$ cat src/logic/wdg_pkg.sv
// package: watchdog register map, field positions, reset values and timing counts
package wdg_pkg;
   // watchdog_clear keeps its location as a word index; the bus sees four times it
   localparam logic [15:0] IDX_WATCHDOG_CLEAR = 16'hffff;
   localparam logic [17:0] ADDR_WATCHDOG_CLEAR = {IDX_WATCHDOG_CLEAR, 2'b00};
   localparam logic [17:0] ADDR_CONFIG_ONE = 18'h0_0000;
   localparam logic [17:0] ADDR_STATUS = 18'h0_0004;
   localparam logic [17:0] ADDR_CONTROL = 18'h0_0008;
   localparam logic [17:0] ADDR_VECTOR = 18'h0_000c;
   // config_one fields
   localparam int CFG_RATE_BIT = 0;
   localparam int CFG_DISABLE_BIT = 1;
   localparam int CFG_STOP_DIS_BIT = 2;
   localparam logic [7:0] CONFIG_ONE_RESET = 8'h00;
   // status fields
   localparam int STAT_WDG_CAUSE_BIT = 0;
   localparam int STAT_ILLOP_CAUSE_BIT = 1;
   localparam int STAT_POR_BIT = 2;
   localparam int STAT_RST_PIN_BIT = 3;
   localparam int STAT_STOPPED_BIT = 4;
   // control fields (write one pulses)
   localparam int CTL_STOP_BIT = 0;
   localparam int CTL_WAIT_BIT = 1;
   localparam int CTL_VFETCH_BIT = 2;
   // reset vector low byte default
   localparam logic [7:0] VECTOR_LOW_RESET = 8'h00;
   // widths
   localparam int PRESCALE_W = 12;
   localparam int WDG_W = 6;
   // fast rate: counter overflow taps prescaler stage 7, slow rate: stage 12
   localparam int FAST_TAP = 7;
   localparam int SLOW_TAP = 12;
   // cleared prescaler stages 12..5 (bits 11..4 of the 12-bit value)
   localparam logic [11:0] PRESCALE_CLEAR_MASK = 12'h00f;
   localparam int POR_CYCLES = 4096;
   localparam int RESET_HOLD_CYCLES = 32;
   // osc clock as a fraction of pclk: one enable per this many pclk cycles
   localparam int OSC_DIV = 4;
   typedef enum logic [1:0] {
      WDG_RUN,
      WDG_HOLD
   } wdg_state_t;
endpackage

$ cat src/logic/wdg_ctl_if.sv
// interface: control signals passed from the top into the watchdog counter core
`timescale 1ns/1ps
interface wdg_ctl_if;
   logic osc_tick;
   logic clr_counter;
   logic clr_prescale;
   logic clr_prescale_hi;
   logic run;
   logic rate_fast;
   logic expire;
   logic [11:0] prescale;
   logic [5:0] count;
   modport top (output osc_tick, clr_counter, clr_prescale, clr_prescale_hi, run, rate_fast,
      input expire, prescale, count);
   modport core (input osc_tick, clr_counter, clr_prescale, clr_prescale_hi, run, rate_fast,
      output expire, prescale, count);
endinterface

$ cat src/logic/wdg_top.sv
// file: watchdog top with apb registers, mode gating and reset pulse generation
//
// The APB interface to the registers was left to the implementer.
`timescale 1ns/1ps
// Operation
// - 6-bit counter after shared 12-bit prescaler
// - overflow forces reset at selected count
// - write to clear address restarts period
// - reset holds pin low, sets cause
// - monitor or break with test voltage disables
// - stop clears prescaler, halts oscillator clock
// - clear address reads reset vector low
// - power-on clears prescaler after 4096 cycles
// - internal reset clears prescaler and counter
// - reset vector fetch clears prescaler
// - rate bit picks short or long timeout
// - disable bit turns watchdog off
// - never raises an interrupt request
// - blank-vector monitor entry disables until power-on
// - keeps counting during wait mode
// - disabled stop gives illegal opcode reset
module wdg_top (
   // apb
   input wire logic pclk,
   input wire logic presetn,
   input wire logic psel,
   input wire logic penable,
   input wire logic pwrite,
   input wire logic [17:0] paddr,
   input wire logic [31:0] pwdata,
   output logic [31:0] prdata,
   output logic pready,
   output logic pslverr,
   // system mode inputs
   input wire logic monitor_mode,
   input wire logic break_state,
   input wire logic rst_pin_test_voltage,
   input wire logic first_interrupt_pin_test_voltage,
   input wire logic monitor_blank_vectors,
   input wire logic power_on,
   input wire logic internal_reset,
   input wire logic [7:0] reset_vector_low,
   // reset outputs
   output logic rst_pin_low,
   output logic illegal_opcode_reset,
   output logic watchdog_reset
);
   logic [7:0] config_one;
   logic [4:0] reset_cause_status;
   logic stopped;
   logic blank_lock;
   logic [12:0] por_count;
   logic por_done;
   logic [5:0] hold_count;
   logic [1:0] div_count;
   logic osc_en;
   wdg_pkg::wdg_state_t state;
   wdg_pkg::wdg_state_t next_state;
   wdg_ctl_if ctl ();

   // address decode
   logic acc;
   logic wr;
   logic rd;
   logic hit_clear;
   logic hit_cfg;
   logic hit_stat;
   logic hit_ctl;
   logic hit_vec;
   logic mapped;
   logic stop_req;
   logic wait_req;
   logic vfetch;
   logic test_disable;
   logic enabled;
   logic [31:0] next_rdata;

   assign acc = psel && penable;
   assign wr = acc && pwrite;
   assign rd = acc && !pwrite;
   assign hit_clear = paddr == wdg_pkg::ADDR_WATCHDOG_CLEAR;
   assign hit_cfg = paddr == wdg_pkg::ADDR_CONFIG_ONE;
   assign hit_stat = paddr == wdg_pkg::ADDR_STATUS;
   assign hit_ctl = paddr == wdg_pkg::ADDR_CONTROL;
   assign hit_vec = paddr == wdg_pkg::ADDR_VECTOR;
   assign mapped = hit_clear | hit_cfg | hit_stat | hit_ctl | hit_vec;
   assign stop_req = wr && hit_ctl && pwdata[wdg_pkg::CTL_STOP_BIT];
   // wait only releases a held stop: the prescaler keeps running on its own
   assign wait_req = wr && hit_ctl && pwdata[wdg_pkg::CTL_WAIT_BIT];
   assign vfetch = (wr && hit_ctl && pwdata[wdg_pkg::CTL_VFETCH_BIT]) ||
      (rd && hit_vec);
   // break only honours the reset pin, monitor honours either pin
   assign test_disable = (monitor_mode &&
      (rst_pin_test_voltage || first_interrupt_pin_test_voltage)) ||
      (break_state && rst_pin_test_voltage);
   assign enabled = !config_one[wdg_pkg::CFG_DISABLE_BIT] && !test_disable &&
      !blank_lock && state == wdg_pkg::WDG_RUN;
   assign por_done = por_count == 13'(wdg_pkg::POR_CYCLES);

   // control bundle to the core; stop freezes the oscillator tick
   assign ctl.osc_tick = osc_en && !stopped;
   assign ctl.run = enabled;
   assign ctl.rate_fast = config_one[wdg_pkg::CFG_RATE_BIT];
   assign ctl.clr_counter = internal_reset || (wr && hit_clear);
   assign ctl.clr_prescale = internal_reset || vfetch ||
      (stop_req && !config_one[wdg_pkg::CFG_STOP_DIS_BIT]) ||
      (osc_en && por_count == 13'(wdg_pkg::POR_CYCLES - 1));
   assign ctl.clr_prescale_hi = wr && hit_clear;

   always_comb begin
      next_rdata = 32'h0000_0000;
      if (hit_clear) begin
         next_rdata[7:0] = reset_vector_low;
      end else if (hit_cfg) begin
         next_rdata[7:0] = config_one;
      end else if (hit_stat) begin
         next_rdata[4:0] = reset_cause_status;
         next_rdata[wdg_pkg::STAT_STOPPED_BIT] = stopped;
      end else if (hit_vec) begin
         next_rdata[7:0] = reset_vector_low;
      end
   end

   always_comb begin
      next_state = state;
      case (state)
         wdg_pkg::WDG_RUN: begin
            if (ctl.expire) begin
               next_state = wdg_pkg::WDG_HOLD;
            end
         end
         wdg_pkg::WDG_HOLD: begin
            if (osc_en && hold_count == 6'(wdg_pkg::RESET_HOLD_CYCLES - 1)) begin
               next_state = wdg_pkg::WDG_RUN;
            end
         end
         default: next_state = wdg_pkg::WDG_RUN;
      endcase
   end

   wdg_core u_core (
      .pclk(pclk),
      .presetn(presetn),
      .ctl(ctl)
   );

   // oscillator enable divider
   always_ff @(posedge pclk or negedge presetn) begin
      if (!presetn) begin
         div_count <= '0;
         osc_en <= 1'b0;
      end else begin
         div_count <= div_count + 2'd1;
         osc_en <= div_count == 2'(wdg_pkg::OSC_DIV - 1);
      end
   end

   always_ff @(posedge pclk or negedge presetn) begin
      if (!presetn) begin
         por_count <= '0;
      end else if (power_on) begin
         por_count <= '0;
      end else if (osc_en && !por_done) begin
         por_count <= por_count + 13'd1;
      end
   end

   always_ff @(posedge pclk or negedge presetn) begin
      if (!presetn) begin
         config_one <= wdg_pkg::CONFIG_ONE_RESET;
      end else if (internal_reset) begin
         config_one[wdg_pkg::CFG_RATE_BIT] <= 1'b0;
      end else if (wr && hit_cfg) begin
         config_one <= pwdata[7:0];
      end
   end

   always_ff @(posedge pclk or negedge presetn) begin
      if (!presetn) begin
         blank_lock <= 1'b0;
      end else if (power_on) begin
         blank_lock <= 1'b0;
      end else if (monitor_mode && monitor_blank_vectors &&
         !first_interrupt_pin_test_voltage) begin
         blank_lock <= 1'b1;
      end
   end

   // stop holds until wait or a reset; stop-disabled stop is illegal opcode
   always_ff @(posedge pclk or negedge presetn) begin
      if (!presetn) begin
         stopped <= 1'b0;
         illegal_opcode_reset <= 1'b0;
      end else begin
         illegal_opcode_reset <= stop_req && config_one[wdg_pkg::CFG_STOP_DIS_BIT];
         if (internal_reset || wait_req) begin
            stopped <= 1'b0;
         end else if (stop_req && !config_one[wdg_pkg::CFG_STOP_DIS_BIT]) begin
            stopped <= 1'b1;
         end
      end
   end

   always_ff @(posedge pclk or negedge presetn) begin
      if (!presetn) begin
         state <= wdg_pkg::WDG_RUN;
         hold_count <= '0;
         rst_pin_low <= 1'b0;
         watchdog_reset <= 1'b0;
      end else begin
         state <= next_state;
         if (state == wdg_pkg::WDG_RUN) begin
            hold_count <= '0;
         end else if (osc_en) begin
            hold_count <= hold_count + 6'd1;
         end
         rst_pin_low <= next_state == wdg_pkg::WDG_HOLD;
         watchdog_reset <= ctl.expire;
      end
   end

   // cause flags: a new event wins over a same-cycle write-one clear
   always_ff @(posedge pclk or negedge presetn) begin
      if (!presetn) begin
         reset_cause_status <= '0;
      end else begin
         for (int i = 0; i < 5; i++) begin
            if (wr && hit_stat && pwdata[i]) begin
               reset_cause_status[i] <= 1'b0;
            end
         end
         if (ctl.expire) begin
            reset_cause_status[wdg_pkg::STAT_WDG_CAUSE_BIT] <= 1'b1;
         end
         if (stop_req && config_one[wdg_pkg::CFG_STOP_DIS_BIT]) begin
            reset_cause_status[wdg_pkg::STAT_ILLOP_CAUSE_BIT] <= 1'b1;
         end
         if (power_on) begin
            reset_cause_status[wdg_pkg::STAT_POR_BIT] <= 1'b1;
         end
      end
   end

   // apb: zero wait states; no interrupt output exists at all
   always_ff @(posedge pclk or negedge presetn) begin
      if (!presetn) begin
         prdata <= '0;
         pready <= 1'b0;
         pslverr <= 1'b0;
      end else begin
         pready <= psel && !penable;
         pslverr <= psel && !penable && !mapped;
         if (psel && !penable && !pwrite) begin
            prdata <= next_rdata;
         end
      end
   end
endmodule

$ cat src/logic/wdg_core.sv
// file: prescaler plus 6-bit watchdog counter with overflow pulse
`timescale 1ns/1ps
module wdg_core (
   // clock and reset
   input wire logic pclk,
   input wire logic presetn,
   // control
   wdg_ctl_if.core ctl
);
   logic [11:0] prescale;
   logic [5:0] count;
   logic [12:0] next_pre;
   logic tap_carry;
   logic [6:0] next_cnt;
   logic expire;

   // prescale+1 carries in bit 12; tap picks which stage drives the counter
   assign next_pre = {1'b0, prescale} + 13'h0001;
   assign tap_carry = ctl.rate_fast ?
      (prescale[wdg_pkg::FAST_TAP-1:0] == {wdg_pkg::FAST_TAP{1'b1}}) : next_pre[12];
   assign next_cnt = {1'b0, count} + 7'h01;
   assign ctl.prescale = prescale;
   assign ctl.count = count;
   assign ctl.expire = expire;

   always_ff @(posedge pclk or negedge presetn) begin
      if (!presetn) begin
         prescale <= '0;
      end else if (ctl.clr_prescale) begin
         prescale <= '0;
      end else if (ctl.clr_prescale_hi) begin
         prescale <= prescale & wdg_pkg::PRESCALE_CLEAR_MASK;
      end else if (ctl.osc_tick) begin
         prescale <= next_pre[11:0];
      end
   end

   always_ff @(posedge pclk or negedge presetn) begin
      if (!presetn) begin
         count <= '0;
         expire <= 1'b0;
      end else begin
         expire <= 1'b0;
         if (ctl.clr_counter) begin
            count <= '0;
         end else if (ctl.osc_tick && ctl.run && tap_carry) begin
            count <= next_cnt[5:0];
            expire <= next_cnt[6];
         end
      end
   end
endmodule

$ cat config.mk
export PLATFORM = sky130hd
export DESIGN_NAME = wdg_top
export DESIGN_NICKNAME = d
export VERILOG_FILES = /design/src/logic/wdg_pkg.sv /design/src/logic/wdg_ctl_if.sv /design/src/logic/wdg_top.sv /design/src/logic/wdg_core.sv
export SDC_FILE = /design/constraint.sdc
export NUM_CORES = 1
export LEC_CHECK = 0
export BUFFER_PORTS_ARGS = -buffer_cell sky130_fd_sc_hd__buf_2
export CAP_MARGIN = 20
export CORE_MARGIN = 2
export CORE_UTILIZATION = 40
export DETAILED_ROUTE_END_ITERATION = 12
export HOLD_SLACK_MARGIN = 0.12
export SETUP_SLACK_MARGIN = 0.2
export SLEW_MARGIN = 40
export SYNTH_ARGS = -nofsm -noshare
export SYNTH_HDL_FRONTEND = slang
export SYNTH_SLANG_ARGS = --single-unit
$ cat constraint.sdc
create_clock -name pclk -period 5.3 [get_ports pclk]
set_clock_uncertainty 0.05 [all_clocks]
set_input_delay 1.06 -clock pclk [delete_from_list [all_inputs] [get_ports pclk]]
set_output_delay 1.06 -clock pclk [all_outputs]
set_load 0.02 [all_outputs]
==> results.py <==
metrics = {
    "sta": {
        "whs_ns": 0.3744,
        "finalHoldViolCount": 0,
        "clock.fmax_mhz": 366.2,
        "layout_min_cycle_time_ns": 2.731,
        "fin_crit_sh_pct": 51.52,
        "worst_slack_ns": 2.569,
        "tns_ns": 0,
        "rsz0062_at_grt": "false",
        "setup_violations": 0,
        "drv_slew": 0,
        "relSlewSlack_pct": 56.52,
        "tightest_slew_ns": 0.6462,
    },
    "routing": {
        "drt-met1-wl_um": 3309,
        "via_per_inst": 5.000,
        "wl_um": 6807,
        "wl_per_cell_um": 12.99,
        "ant_nets": 0,
        "wl_met2_um": 3066,
        "wl_met3_um": 367,
        "top_layer_used": "met4",
        "route.detailed.drc": 0,
        "drt_first_iter_violations": 133,
        "via_count": 2620,
        "dr.pass1.iters": 4,
    },
    "power": {
        "p_leak_uw": 0.001879,
        "vdd_drop_max_v": 0.0001360,
        "power_density_mw_per_mm2": 264.1,
    },
    "final_layout": {
        "final_area_mm2": 0.004019,
        "drive_gt1_share_pct": 21.15,
        "area_growth_pct": 14.76,
        "fillers": 807,
        "antennaDiodeCount": 0,
        "layout.nets": 488,
    },
    "floorplanning": {
        "die_area_mm2": 0.009520,
        "coreArea_mm2": 0.008593,
        "die_w_um": 97.57,
        "io_pins": 107,
        "floorplan.initialDensity_pct": 40.75,
        "die_h_um": 97.57,
        "num_rows": 34,
    },
    "setup_path": {
        "crit_type": "input port to flop",
        "arrival_ns": 2.90,
        "worstPathMaxFanout": 9,
        "end_kind": "flop",
        "cp.required_ns": 5.47,
        "start_kind": "input port",
    },
    "yosys": {
        "synthFlopType": "dfrtp_1",
        "avgSynthCellArea_um2": 10.03,
        "yosys.area.top_type": "dfrtp_1",
        "synth_area_leaders": "dfrtp_1 49%, buf_4 5.1%, nor2_1 5.0%",
        "synth_top_area_share_pct": 49.30,
        "synthCells": 349,
        "ys_seq_area_share_pct": 49.30,
        "ys_warn_count": 0,
        "synth_seq_cells": 69,
        "synth-async-reset-ratio_pct": 100.0,
        "synth.most_common_cell": "dfrtp_1",
        "synth_common_cells": "69 x dfrtp_1, 47 x nor2_1, 28 x nand2_1",
        "synth_edf_count": 0,
        "synth.distinct_cells": 45,
        "syn-cell-area_mm2": 0.003502,
    },
    "cts": {
        "path_clk_slew_ns": 0.07,
        "clock_path_buffers": 2,
        "post_cts_buffers": 0,
        "clock-root-buffer": "clkbuf_8",
        "cts_tree": "done",
        "cts_resized": 0,
        "cts_buffers": 9,
        "cts_sinks": 69,
        "hold_buffers": 0,
        "htree_levels": 3,
        "clk_latency_ns": 0.33,
    },
    "placed_design": {
        "placed_area_mm2": 0.003806,
        "pre_cts_ws_ns": 2.205,
        "finalWeightedCongestion": 0.7869,
        "dp.final_hpwl_um": 5132,
        "numPortBuffers": 58,
    },
    "global_routing": {
        "grt_pass1_wl_um": 11830,
        "antenna_found_initial": 0,
        "overflow": 0,
        "grt_max_degree": 47,
        "first_global_vias": 2580,
        "grt_use_total_pct": 15.13,
    },
    "status": {
        "status": "finished clean",
    },
    "flow_run": {
        "drv_cap": 0,
    },
    "min_path": {
        "worst_hold_path_type": "flop to flop",
    },
}
-- layout by cell type, fill, tap and decap left out, types with 6 or more instances in the layout --
cell type  netlist  layout
a22oi_1          8       8
xnor2_1         13      13
ha_1             6       6
a21oi_1          9       9
or3_1            8       8
dfrtp_1         69      69
nand3_1          8       8
nor4_1          10      10
nor2_1          47      47
inv_1           11      11
mux2i_1          7       7
conb_1           1      25
nand2_1         28      28
buf_2            0      57
o21ai_0         12      12
nand4_1         14      14
clkbuf_8         0       9
xor2_1          15      15
mux2_2           7       7
-- cells by family (layout without fill, tap and decap cells) --
| group | after synthesis | after routing | share of synthesized area (%) |
|---|---|---|---|
| other | 1 | 25 | 0.1071 |
| AOI/OAI and AO/OA | 45 | 45 | 8.218 |
| DFF | 69 | 69 | 49.30 |
| xor gates and xnor gates | 28 | 28 | 7.003 |
| adders and majority gates | 6 | 6 | 2.144 |
| muxes | 14 | 14 | 4.252 |
| buffers and inverters | 42 | 85 | 7.502 |
| and+or+nand+nor | 144 | 144 | 21.47 |
-- stage by stage --
step	std cells	utilization (%)	total power [µW]
global placement	509	44.26	612.2
global route	524	46.77	1109
CTS	524	46.77	1078
floorplan	373	-	589.2
finish	524	46.77	1062
detailed placement	509	44.29	613.4
-- layout make-up --
cell class / count / area [µm²] / area share, %
Clock buffer: 9 / 123.9 / 3.082
Tap cell: 108 / 135.1 / 3.362
Timing Repair Buffer: 59 / 300.3 / 7.472
Inverter: 11 / 41.29 / 1.027
Sequential cell: 69 / 1727 / 42.96
Clock inverter: 6 / 88.84 / 2.210
Multi-Input combinational cell: 262 / 1603 / 39.88
-- flip-flops by register name, summed over array words and instances (netlist names), 2 cells and up --
name                 flops
u_core.ctl.prescale     12
hold_count               6
state                    2
div_count                2
reset_cause_status       3
prdata                   8
por_count               13
u_core.ctl.count         6
config_one               8
-- worst paths after layout --
path,start,endpoint,slack (ns),cells after the start
min,u_core.ctl.expire,watchdog_reset,0.37,0
max in group asynchronous,presetn,u_core.ctl.prescale[8],3.79,2
max reg2reg,osc_en,u_core.ctl.count[3],3.16,5
min in group asynchronous,presetn,blank_lock,0.68,1
min reg2reg,u_core.ctl.expire,watchdog_reset,0.37,0
max,paddr[5],config_one[5],2.57,5
-- layer usage --
layer  GRT usage (%)  vias up
li1                -     1295
met1           21.02     1250
met2           23.55       69
met3           4.532        6
met4           3.312        0
met5               0        -
-- report_power, final --
part	total, µW	switching [µW]	internal (µW)
registers	532	2.62	529
logic	70.0	49.3	20.7
clock network	460	197	262
-- worst max-delay path: stages --
cell and delay (ns):
buf_2 0.10, nor4_1 0.28, nand4_1 0.44, nor4_4 0.62, mux2_2 0.40
Note: power is estimated with default switching activity, not from simulation.
